`config.mk`:
```
export PLATFORM = sky130hd
export DESIGN_NAME = rsr_exec
export DESIGN_NICKNAME = d
export VERILOG_FILES = /design/src/rsr_pkg.sv /design/src/rsr_exec.sv /design/src/rsr_alu.sv
export SDC_FILE = /design/constraint.sdc
export NUM_CORES = 1
export LEC_CHECK = 0
export ABC_AREA = 1
export BUFFER_PORTS_ARGS = -buffer_cell sky130_fd_sc_hd__buf_2
export CAP_MARGIN = 5
export CORE_MARGIN = 5
export CORE_UTILIZATION = 47
export CTS_BUF_LIST = sky130_fd_sc_hd__clkbuf_8
export DETAILED_ROUTE_END_ITERATION = 10
export PLACE_DENSITY = 0.75
export SYNTH_ARGS = -nofsm -noshare
export SYNTH_HDL_FRONTEND = slang
export SYNTH_SLANG_ARGS = --single-unit
```
`constraint.sdc`:
```
create_clock -name clk_sys -period 3.23 [get_ports clk_sys]
set_input_delay 0.323 -clock clk_sys [delete_from_list [all_inputs] [get_ports clk_sys]]
set_output_delay 0.323 -clock clk_sys [all_outputs]
set_load 0.01 [all_outputs]
```
`src/rsr_pkg.sv`:
```
// Constants and types shared by the rotate / subtract / return execution datapath.
// Assumes an 8-bit register file and stack reached over one single-port bus.
package rsr_pkg;

	// Opcodes handled by this block
	localparam logic [7:0] OPC_CARRY_CLEAR = 8'hcf;
	localparam logic [7:0] OPC_RETURN = 8'haf;
	localparam logic [7:0] OPC_ROTL_DIR = 8'h90;
	localparam logic [7:0] OPC_ROTL_IND = 8'h91;
	localparam logic [7:0] OPC_ROTLC_DIR = 8'h10;
	localparam logic [7:0] OPC_ROTLC_IND = 8'h11;
	localparam logic [7:0] OPC_ROTR_DIR = 8'he0;
	localparam logic [7:0] OPC_ROTR_IND = 8'he1;
	localparam logic [7:0] OPC_ROTRC_DIR = 8'hc0;
	localparam logic [7:0] OPC_ROTRC_IND = 8'hc1;
	localparam logic [7:0] OPC_SUBB_WORK = 8'h32;
	localparam logic [7:0] OPC_SUBB_WORK_PTR = 8'h33;
	localparam logic [7:0] OPC_SUBB_REG = 8'h34;
	localparam logic [7:0] OPC_SUBB_PTR = 8'h35;
	localparam logic [7:0] OPC_SUBB_IMM = 8'h36;

	// Least instruction lengths in clock cycles
	localparam logic [3:0] CYC_CARRY_CLEAR = 4'h4;
	localparam logic [3:0] CYC_RETURN = 4'h8;
	localparam logic [3:0] CYC_ROTATE = 4'h4;
	localparam logic [3:0] CYC_SUBB_SHORT = 4'h4;
	localparam logic [3:0] CYC_SUBB_LONG = 4'h6;

	// Flag bit positions in the flag vector
	localparam int FLAG_C = 3;
	localparam int FLAG_Z = 2;
	localparam int FLAG_S = 1;
	localparam int FLAG_V = 0;
	localparam logic [3:0] FLAGS_RESET = 4'h0;

	// Reset values of the program counter and stack pointer, and the return pointer step
	localparam logic [15:0] PC_RESET = 16'h0000;
	localparam logic [7:0] SP_RESET = 8'h00;
	localparam logic [7:0] SP_RETURN_STEP = 8'h02;

	typedef enum logic [2:0] {
		ALU_ROTL,
		ALU_ROTLC,
		ALU_ROTR,
		ALU_ROTRC,
		ALU_SUBB
	} rsr_alu_sel_t;

	typedef enum logic [2:0] {
		KIND_NONE,
		KIND_CARRY_CLEAR,
		KIND_RETURN,
		KIND_ROTATE,
		KIND_SUBB
	} rsr_kind_t;

	// Which family an opcode belongs to
	function automatic rsr_kind_t op_kind(input logic [7:0] opc);
		case (opc)
			OPC_CARRY_CLEAR: op_kind = KIND_CARRY_CLEAR;
			OPC_RETURN: op_kind = KIND_RETURN;
			OPC_ROTL_DIR, OPC_ROTL_IND, OPC_ROTLC_DIR, OPC_ROTLC_IND,
			OPC_ROTR_DIR, OPC_ROTR_IND, OPC_ROTRC_DIR, OPC_ROTRC_IND: op_kind = KIND_ROTATE;
			OPC_SUBB_WORK, OPC_SUBB_WORK_PTR, OPC_SUBB_REG, OPC_SUBB_PTR,
			OPC_SUBB_IMM: op_kind = KIND_SUBB;
			default: op_kind = KIND_NONE;
		endcase
	endfunction : op_kind

	// Arithmetic unit selection for an opcode
	function automatic rsr_alu_sel_t op_alu(input logic [7:0] opc);
		case (opc)
			OPC_ROTL_DIR, OPC_ROTL_IND: op_alu = ALU_ROTL;
			OPC_ROTLC_DIR, OPC_ROTLC_IND: op_alu = ALU_ROTLC;
			OPC_ROTR_DIR, OPC_ROTR_IND: op_alu = ALU_ROTR;
			OPC_ROTRC_DIR, OPC_ROTRC_IND: op_alu = ALU_ROTRC;
			default: op_alu = ALU_SUBB;
		endcase
	endfunction : op_alu

	// Least length of an instruction
	function automatic logic [3:0] op_cycles(input logic [7:0] opc);
		case (op_kind(opc))
			KIND_CARRY_CLEAR: op_cycles = CYC_CARRY_CLEAR;
			KIND_RETURN: op_cycles = CYC_RETURN;
			KIND_ROTATE: op_cycles = CYC_ROTATE;
			default: op_cycles = (opc == OPC_SUBB_WORK) ? CYC_SUBB_SHORT : CYC_SUBB_LONG;
		endcase
	endfunction : op_cycles

endpackage : rsr_pkg

```
`src/rsr_exec.sv`:
```
// Execution sequencer for carry clear, return, the four rotates and subtract with carry.
// Assumes a single-port register file whose read data is valid in the cycle mem_rd is high,
// and a decoder that hands over full register addresses in the operand fields.
//
// Operation
// RULE1 - carry clear zeroes carry, others kept
// RULE2 - return pops counter, stack pointer plus two
// RULE3 - byte at stack pointer is counter high
// RULE4 - rotate left: bit 7 to bit 0, carry
// RULE5 - rotate left through carry: carry in, bit7 out
// RULE6 - rotate right: bit 0 to bit 7, carry
// RULE7 - rotate right through carry: bit0 out, carry in
// RULE8 - rotate overflow when sign bit changed
// RULE9 - rotate zero and sign from result
// RULE10 - subtract destination, source and carry; write destination
// RULE11 - subtract by adding source complement
// RULE12 - subtract carry means borrow occurred
// RULE13 - subtract overflow: opposite signs, result matches source
// RULE14 - subtract sign negative, zero on zero
// RULE15 - indirect forms use register as pointer
`timescale 1ns/10ps
`default_nettype none
module rsr_exec
	import rsr_pkg::*;
(
	// Clock and reset
	input wire logic clk_sys,
	input wire logic rst,
	// Instruction hand-over from the decoder
	input wire logic start,
	input wire logic [7:0] opcode,
	input wire logic [7:0] dst_field,
	input wire logic [7:0] src_field,
	output logic busy,
	output logic done,
	// Register file and stack bus
	output logic mem_rd,
	output logic mem_wr,
	output logic [7:0] mem_addr,
	output logic [7:0] mem_wdata,
	input wire logic [7:0] mem_rdata,
	// Processor state loads from other instructions
	input wire logic flags_load,
	input wire logic [3:0] flags_in,
	input wire logic pc_load,
	input wire logic [15:0] pc_in,
	input wire logic sp_load,
	input wire logic [7:0] sp_in,
	// Processor state
	output logic [3:0] flags,
	output logic [15:0] program_counter,
	output logic [7:0] stack_pointer
);

	typedef enum logic [2:0] {
		ST_IDLE,
		ST_DST_PTR,
		ST_DST,
		ST_SRC_PTR,
		ST_SRC,
		ST_RET_HI,
		ST_RET_LO,
		ST_HOLD
	} rsr_state_t;

	rsr_state_t state_reg, state_next;
	logic [7:0] opc_reg, opc_next;
	logic [7:0] src_reg, src_next;
	logic [7:0] daddr_reg, daddr_next;
	logic [7:0] dval_reg, dval_next;
	logic [3:0] need_reg, need_next;
	logic [3:0] cnt_reg, cnt_next;
	logic busy_reg, busy_next;
	logic done_reg, done_next;
	logic rd_reg, rd_next;
	logic wr_reg, wr_next;
	logic [7:0] addr_reg, addr_next;
	logic [7:0] wdata_reg, wdata_next;
	logic [3:0] flags_reg, flags_next;
	logic [15:0] pc_reg, pc_next;
	logic [7:0] sp_reg, sp_next;

	logic [7:0] alu_src;
	logic [7:0] alu_result;
	logic [3:0] alu_flags;
	rsr_kind_t kind;

	// Immediate source bypasses the bus; otherwise the fetched byte is the source
	assign alu_src = (state_reg == ST_SRC) ? mem_rdata : src_reg;
	assign kind = op_kind(opc_reg);

	rsr_alu u_alu (
		.sel(op_alu(opc_reg)),
		.dst(state_reg == ST_DST ? mem_rdata : dval_reg),
		.src(alu_src),
		.carry_in(flags_reg[FLAG_C]),
		.result(alu_result),
		.flags(alu_flags)
	);

	always_comb begin
		state_next = state_reg;
		opc_next = opc_reg;
		src_next = src_reg;
		daddr_next = daddr_reg;
		dval_next = dval_reg;
		need_next = need_reg;
		cnt_next = (cnt_reg == 4'hf) ? cnt_reg : cnt_reg + 4'h1;
		busy_next = busy_reg;
		done_next = 1'b0;
		rd_next = 1'b0;
		wr_next = 1'b0;
		addr_next = addr_reg;
		wdata_next = wdata_reg;
		flags_next = flags_reg;
		pc_next = pc_reg;
		sp_next = sp_reg;
		case (state_reg)
			ST_IDLE: begin
				if (flags_load) begin
					flags_next = flags_in;
				end
				if (pc_load) begin
					pc_next = pc_in;
				end
				if (sp_load) begin
					sp_next = sp_in;
				end
				// Unknown opcodes are not taken: busy stays low and no done follows
				if (start && op_kind(opcode) != KIND_NONE) begin
					opc_next = opcode;
					src_next = src_field;
					daddr_next = dst_field;
					need_next = op_cycles(opcode);
					cnt_next = 4'h0;
					busy_next = 1'b1;
					case (op_kind(opcode))
						KIND_CARRY_CLEAR: begin
							flags_next[FLAG_C] = 1'b0; // RULE1
							state_next = ST_HOLD;
						end
						KIND_RETURN: begin
							rd_next = 1'b1; // RULE2
							addr_next = sp_reg;
							state_next = ST_RET_HI;
						end
						default: begin
							rd_next = 1'b1;
							addr_next = dst_field;
							// Rotates with an odd opcode reach their operand through a pointer
							if (op_kind(opcode) == KIND_ROTATE && opcode[0]) begin
								state_next = ST_DST_PTR; // RULE15
							end else begin
								state_next = ST_DST;
							end
						end
					endcase
				end
			end
			ST_DST_PTR: begin
				rd_next = 1'b1; // RULE15
				addr_next = mem_rdata;
				daddr_next = mem_rdata;
				state_next = ST_DST;
			end
			ST_DST: begin
				dval_next = mem_rdata;
				if (kind == KIND_ROTATE || opc_reg == OPC_SUBB_IMM) begin
					wr_next = 1'b1; // RULE10
					addr_next = daddr_reg;
					wdata_next = alu_result;
					flags_next = alu_flags; // RULE9
					state_next = ST_HOLD;
				end else begin
					rd_next = 1'b1;
					addr_next = src_reg;
					if (opc_reg == OPC_SUBB_WORK_PTR || opc_reg == OPC_SUBB_PTR) begin
						state_next = ST_SRC_PTR; // RULE15
					end else begin
						state_next = ST_SRC;
					end
				end
			end
			ST_SRC_PTR: begin
				rd_next = 1'b1; // RULE15
				addr_next = mem_rdata;
				state_next = ST_SRC;
			end
			ST_SRC: begin
				// Only the destination is written; the source byte stays as it was
				wr_next = 1'b1; // RULE10
				addr_next = daddr_reg;
				wdata_next = alu_result;
				flags_next = alu_flags; // RULE12 RULE13 RULE14
				state_next = ST_HOLD;
			end
			ST_RET_HI: begin
				pc_next[15:8] = mem_rdata; // RULE3
				rd_next = 1'b1;
				addr_next = sp_reg + 8'h01; // RULE3
				state_next = ST_RET_LO;
			end
			ST_RET_LO: begin
				pc_next[7:0] = mem_rdata; // RULE3
				sp_next = sp_reg + SP_RETURN_STEP; // RULE2
				state_next = ST_HOLD;
			end
			ST_HOLD: begin
				// Pads the instruction to its least length so timing matches the core
				if (cnt_reg >= need_reg - 4'h1) begin
					done_next = 1'b1;
					busy_next = 1'b0;
					state_next = ST_IDLE;
				end
			end
			default: begin
				busy_next = 1'b0;
				state_next = ST_IDLE;
			end
		endcase
	end

	always_ff @(posedge clk_sys or posedge rst) begin
		if (rst) begin
			state_reg <= ST_IDLE;
			opc_reg <= 8'h00;
			src_reg <= 8'h00;
			daddr_reg <= 8'h00;
			dval_reg <= 8'h00;
			need_reg <= 4'h0;
			cnt_reg <= 4'h0;
			busy_reg <= 1'b0;
			done_reg <= 1'b0;
			rd_reg <= 1'b0;
			wr_reg <= 1'b0;
			addr_reg <= 8'h00;
			wdata_reg <= 8'h00;
			flags_reg <= FLAGS_RESET;
			pc_reg <= PC_RESET;
			sp_reg <= SP_RESET;
		end else begin
			state_reg <= state_next;
			opc_reg <= opc_next;
			src_reg <= src_next;
			daddr_reg <= daddr_next;
			dval_reg <= dval_next;
			need_reg <= need_next;
			cnt_reg <= cnt_next;
			busy_reg <= busy_next;
			done_reg <= done_next;
			rd_reg <= rd_next;
			wr_reg <= wr_next;
			addr_reg <= addr_next;
			wdata_reg <= wdata_next;
			flags_reg <= flags_next;
			pc_reg <= pc_next;
			sp_reg <= sp_next;
		end
	end

	assign busy = busy_reg;
	assign done = done_reg;
	assign mem_rd = rd_reg;
	assign mem_wr = wr_reg;
	assign mem_addr = addr_reg;
	assign mem_wdata = wdata_reg;
	assign flags = flags_reg;
	assign program_counter = pc_reg;
	assign stack_pointer = sp_reg;

endmodule : rsr_exec
`default_nettype wire

```
`src/rsr_alu.sv`:
```
// Combinational rotate and subtract-with-carry unit with flag generation.
// Assumes the caller registers the result and the flags.
`timescale 1ns/10ps
`default_nettype none
module rsr_alu
	import rsr_pkg::*;
(
	// Selection and operands
	input wire rsr_alu_sel_t sel,
	input wire logic [7:0] dst,
	input wire logic [7:0] src,
	input wire logic carry_in,
	// Result and flags
	output logic [7:0] result,
	output logic [3:0] flags
);

	logic [8:0] sum;

	always_comb begin
		// Adding the complement plus the inverted carry keeps the borrow chainable
		sum = {1'b0, dst} + {1'b0, ~src} + {8'h00, ~carry_in}; // RULE11
		result = dst;
		flags = FLAGS_RESET;
		case (sel)
			ALU_ROTL: begin
				result = {dst[6:0], dst[7]}; // RULE4
				flags[FLAG_C] = dst[7]; // RULE4
			end
			ALU_ROTLC: begin
				result = {dst[6:0], carry_in}; // RULE5
				flags[FLAG_C] = dst[7]; // RULE5
			end
			ALU_ROTR: begin
				result = {dst[0], dst[7:1]}; // RULE6
				flags[FLAG_C] = dst[0]; // RULE6
			end
			ALU_ROTRC: begin
				result = {carry_in, dst[7:1]}; // RULE7
				flags[FLAG_C] = dst[0]; // RULE7
			end
			ALU_SUBB: begin
				result = sum[7:0]; // RULE10
				// No carry out of the add means a borrow was taken
				flags[FLAG_C] = ~sum[8]; // RULE12
			end
			default: begin
				result = dst;
			end
		endcase
		if (sel == ALU_SUBB) begin
			flags[FLAG_V] = (dst[7] != src[7]) && (result[7] == src[7]); // RULE13
		end else begin
			flags[FLAG_V] = dst[7] != result[7]; // RULE8
		end
		flags[FLAG_Z] = result == 8'h00; // RULE9 RULE14
		flags[FLAG_S] = result[7]; // RULE9 RULE14
	end

endmodule : rsr_alu
`default_nettype wire

```
==> flow_summary.ini <==
[setup_path]
critPathSlowestCell = dfrtp_1
crit_type = flop to flop
crit_fanout = 18
reg2reg_depth = 19
cp-end-kind = flop
crit_arrival_ns = 3.25
crit_top_cell = nand2_1
slowest_delay_ns = 0.50
crit_buf_inv = 1
worstSetupPathDepth = 19
crit_required_ns = 3.53
start_kind = flop
cp_top_family = simple AND/OR/NAND/NOR gates
crit_chain = nor2_4 -> nand2_4 -> nand2_1 -> and2_1 -> fa_1 -> fa_1 -> inv_1 -> nand3_1 -> nand2_1 -> nand3_1 -> nand2_1 -> nand2_1 -> nand3_1 -> nand2_1 -> nor2_1 -> nand2_1 -> nor2_1 -> nor2_1 -> nor2_1

[cells_and_area]
area_growth_pct = 16.2
fin_util_pct = 55.5
fillers = 1142
diodes = 0
nets = 927
drive_above_1_share_pct = 20.2
largest_register_ffs = 16

[pwr]
comb_power_share_pct = 58.7
pwr-share-seq_pct = 30.5
p_int_w = 0.00342
p_leak_nw = 3.25
p_switching_w = 0.00328
swShare_pct = 49.0
peakVddDrop_v = 0.000458
power_frac_clock_pct = 10.8
power_density_nw_per_um2 = 1070

[logic_synthesis]
yosys-top-cells-count = nand2_1, dfrtp_1, inv_1, nand3_1, o21ai_0
synth_edf_count = 0
syn_area_per_cell_um2 = 7.38
yosysWarnings = 0
synth.yosys.seq_area_share_pct = 41.7
netlist_instances = 732
synthArstFlopShare_pct = 100
synth_fp_nets = 814
ys_seq_elements = 90
synthTopCellsByArea = dfrtp_1, nand2_1, nand3_1
ys_types = 43
netlist_area_um2 = 5400
ys.flop_type = dfrtp_1
yosysTopAreaCell = dfrtp_1
yosysMostFrequentCell = nand2_1
yosys.area.top_type_share_pct = 41.7

[job]
maxCapViolations = 0

[routing]
route.vias.total = 5280
wl_per_cell_um = 15.0
drcViolationCount = 0
first_iter_violations = 557
drtAntennaViolNets = 0
wl_um = 14900
viasPerCell = 5.32
firstDrtPassIters = 6

[floorplanning]
dieHeight_um = 117
fp.dieW_um = 117
die_area_um2 = 13700
core_area_um2 = 11300
num_io_pins = 114
start_util_pct = 47.7
rows = 39

[timing]
maxSlewHeadroom_pct = 23.0
drv_slew = 0
setup-tns-final_ns = 0
skew_ns = 0.0115
max_freq_mhz = 339
final_hold_viol_count = 0
setup_viol = 0
min_period_ns = 2.95
tightest_slew_ns = 1.15
rsz0062_at_grt = no
finalCritPeriodShare_pct = 91.3

[global_routing]
grt_pass1_vias = 4958
grt_use_total_pct = 22.4
grt_antenna_before_repair = 0
grt_pass1_wl_um = 24400
grt_max_degree = 61
overflow = 0

[worst_hold_path]
hold_path.class = primary input to asynchronous set/reset pin

[clock_network]
clkSlewWorstSetupHoldPaths_ns = 0.09
htree_levels = 3
clock_latency_ns = 0.37
cts_tree = done
clock-sinks = 90
cts_setup_buffers = 0
cts-resized-gates = 0
cts_buffer_depth = 2
numCtsBuffers = 9
cts_root_buf = clkbuf_8
ctsHoldBuffers = 0

[placed_design]
hpwl_um = 11300
place.gp.congestion = 0.906
io_buffer_count = 113

[status]
outcome = finished, final reports clean
-- power groups by stage --
stage	sequential (W)	combinational [W]	clock, W
3_5_place_dp	0.00205	0.00390	0
6_report	0.00204	0.00393	0.000727
3_3_place_gp	0.00204	0.00385	0
4_1_cts	0.00203	0.00392	0.000740
2_1_floorplan	0.00211	0.00278	0
5_1_grt	0.00211	0.00452	0.000790
-- worst register-to-register path, stage by stage (launching register included) --
cell and delay, ns:
dfrtp_1 0.50, nor2_4 0.07, nand2_4 0.17, nand2_1 0.09, and2_1 0.20, fa_1 0.47
fa_1 0.38, inv_1 0.09, nand3_1 0.07, nand2_1 0.11, nand3_1 0.09, nand2_1 0.07
nand2_1 0.06, nand3_1 0.09, nand2_1 0.06, nor2_1 0.08, nand2_1 0.06, nor2_1 0.11
nor2_1 0.05, nor2_1 0.08
-- stage by stage --
step                      setup slack (ns)  power (W)  area (um2)  hold WS, ns  cells
final                                0.280    0.00670        6280        0.146    993
after global routing                0.0111    0.00742        6280        0.153    993
after CTS                            0.321    0.00669        6280        0.139    993
after detailed placement             0.352    0.00595        6100        0.462    977
after global placement               0.414    0.00589        6100        0.458    977
after floorplan                      0.306    0.00489        5400        0.433    732
-- placed cells by master, fill, tap and decap left out, types with 16 or more instances in the layout --
cell type,synthesis,routed
a21oi_1,24,24
a31oi_1,20,20
buf_2,6,113
dfrtp_1,90,90
inv_1,78,77
nand2_1,216,216
nand3_1,63,63
nor2_1,51,51
o211ai_1,16,16
o21ai_0,52,51
-- layout make-up --
class	count	area [um2]	area share, %
Clock buffer	10	138	2.19
Clock inverter	6	41.3	0.658
Inverter	87	330	5.26
Multi-Input combinational cell	536	2710	43.2
Sequential cell	90	2250	35.9
Tap cell	143	179	2.85
Timing Repair Buffer	121	626	9.96
-- cell families after synthesis --
group | count (synthesis) | synth area share [%]
and+or+nand+nor | 379 | 30.8
adders and majority gates | 16 | 3.98
AOI/OAI and AO/OA | 136 | 14.7
xor gates and xnor gates | 5 | 0.810
DFF | 90 | 41.7
buffers and inverters | 106 | 8.10
-- routing by layer --
metal | vias to the layer above | part of all wire [%] | GRT usage [%]
li1 | 2651 | - | -
met2 | 197 | 46 | 36.5
met5 | - | 0 | 0
met1 | 2409 | 44 | 31.5
met4 | 0 | 1.7 | 6.50
met3 | 23 | 7.9 | 2.83
-- final timing paths --
kind / start / slack, ns / endpoint
max: state_reg[0] / 0.28 / flags[2]
min: rst / 0.15 / mem_wdata[6]
max reg2reg: state_reg[0] / 0.28 / flags[2]
min reg2reg: mem_wdata[1] / 0.48 / mem_wdata[1]
max in group asynchronous: rst / 2.25 / program_counter[10]
min in group clk_sys: src_field[5] / 0.15 / src_reg[5]
Power figures use the tool's default switching activity.
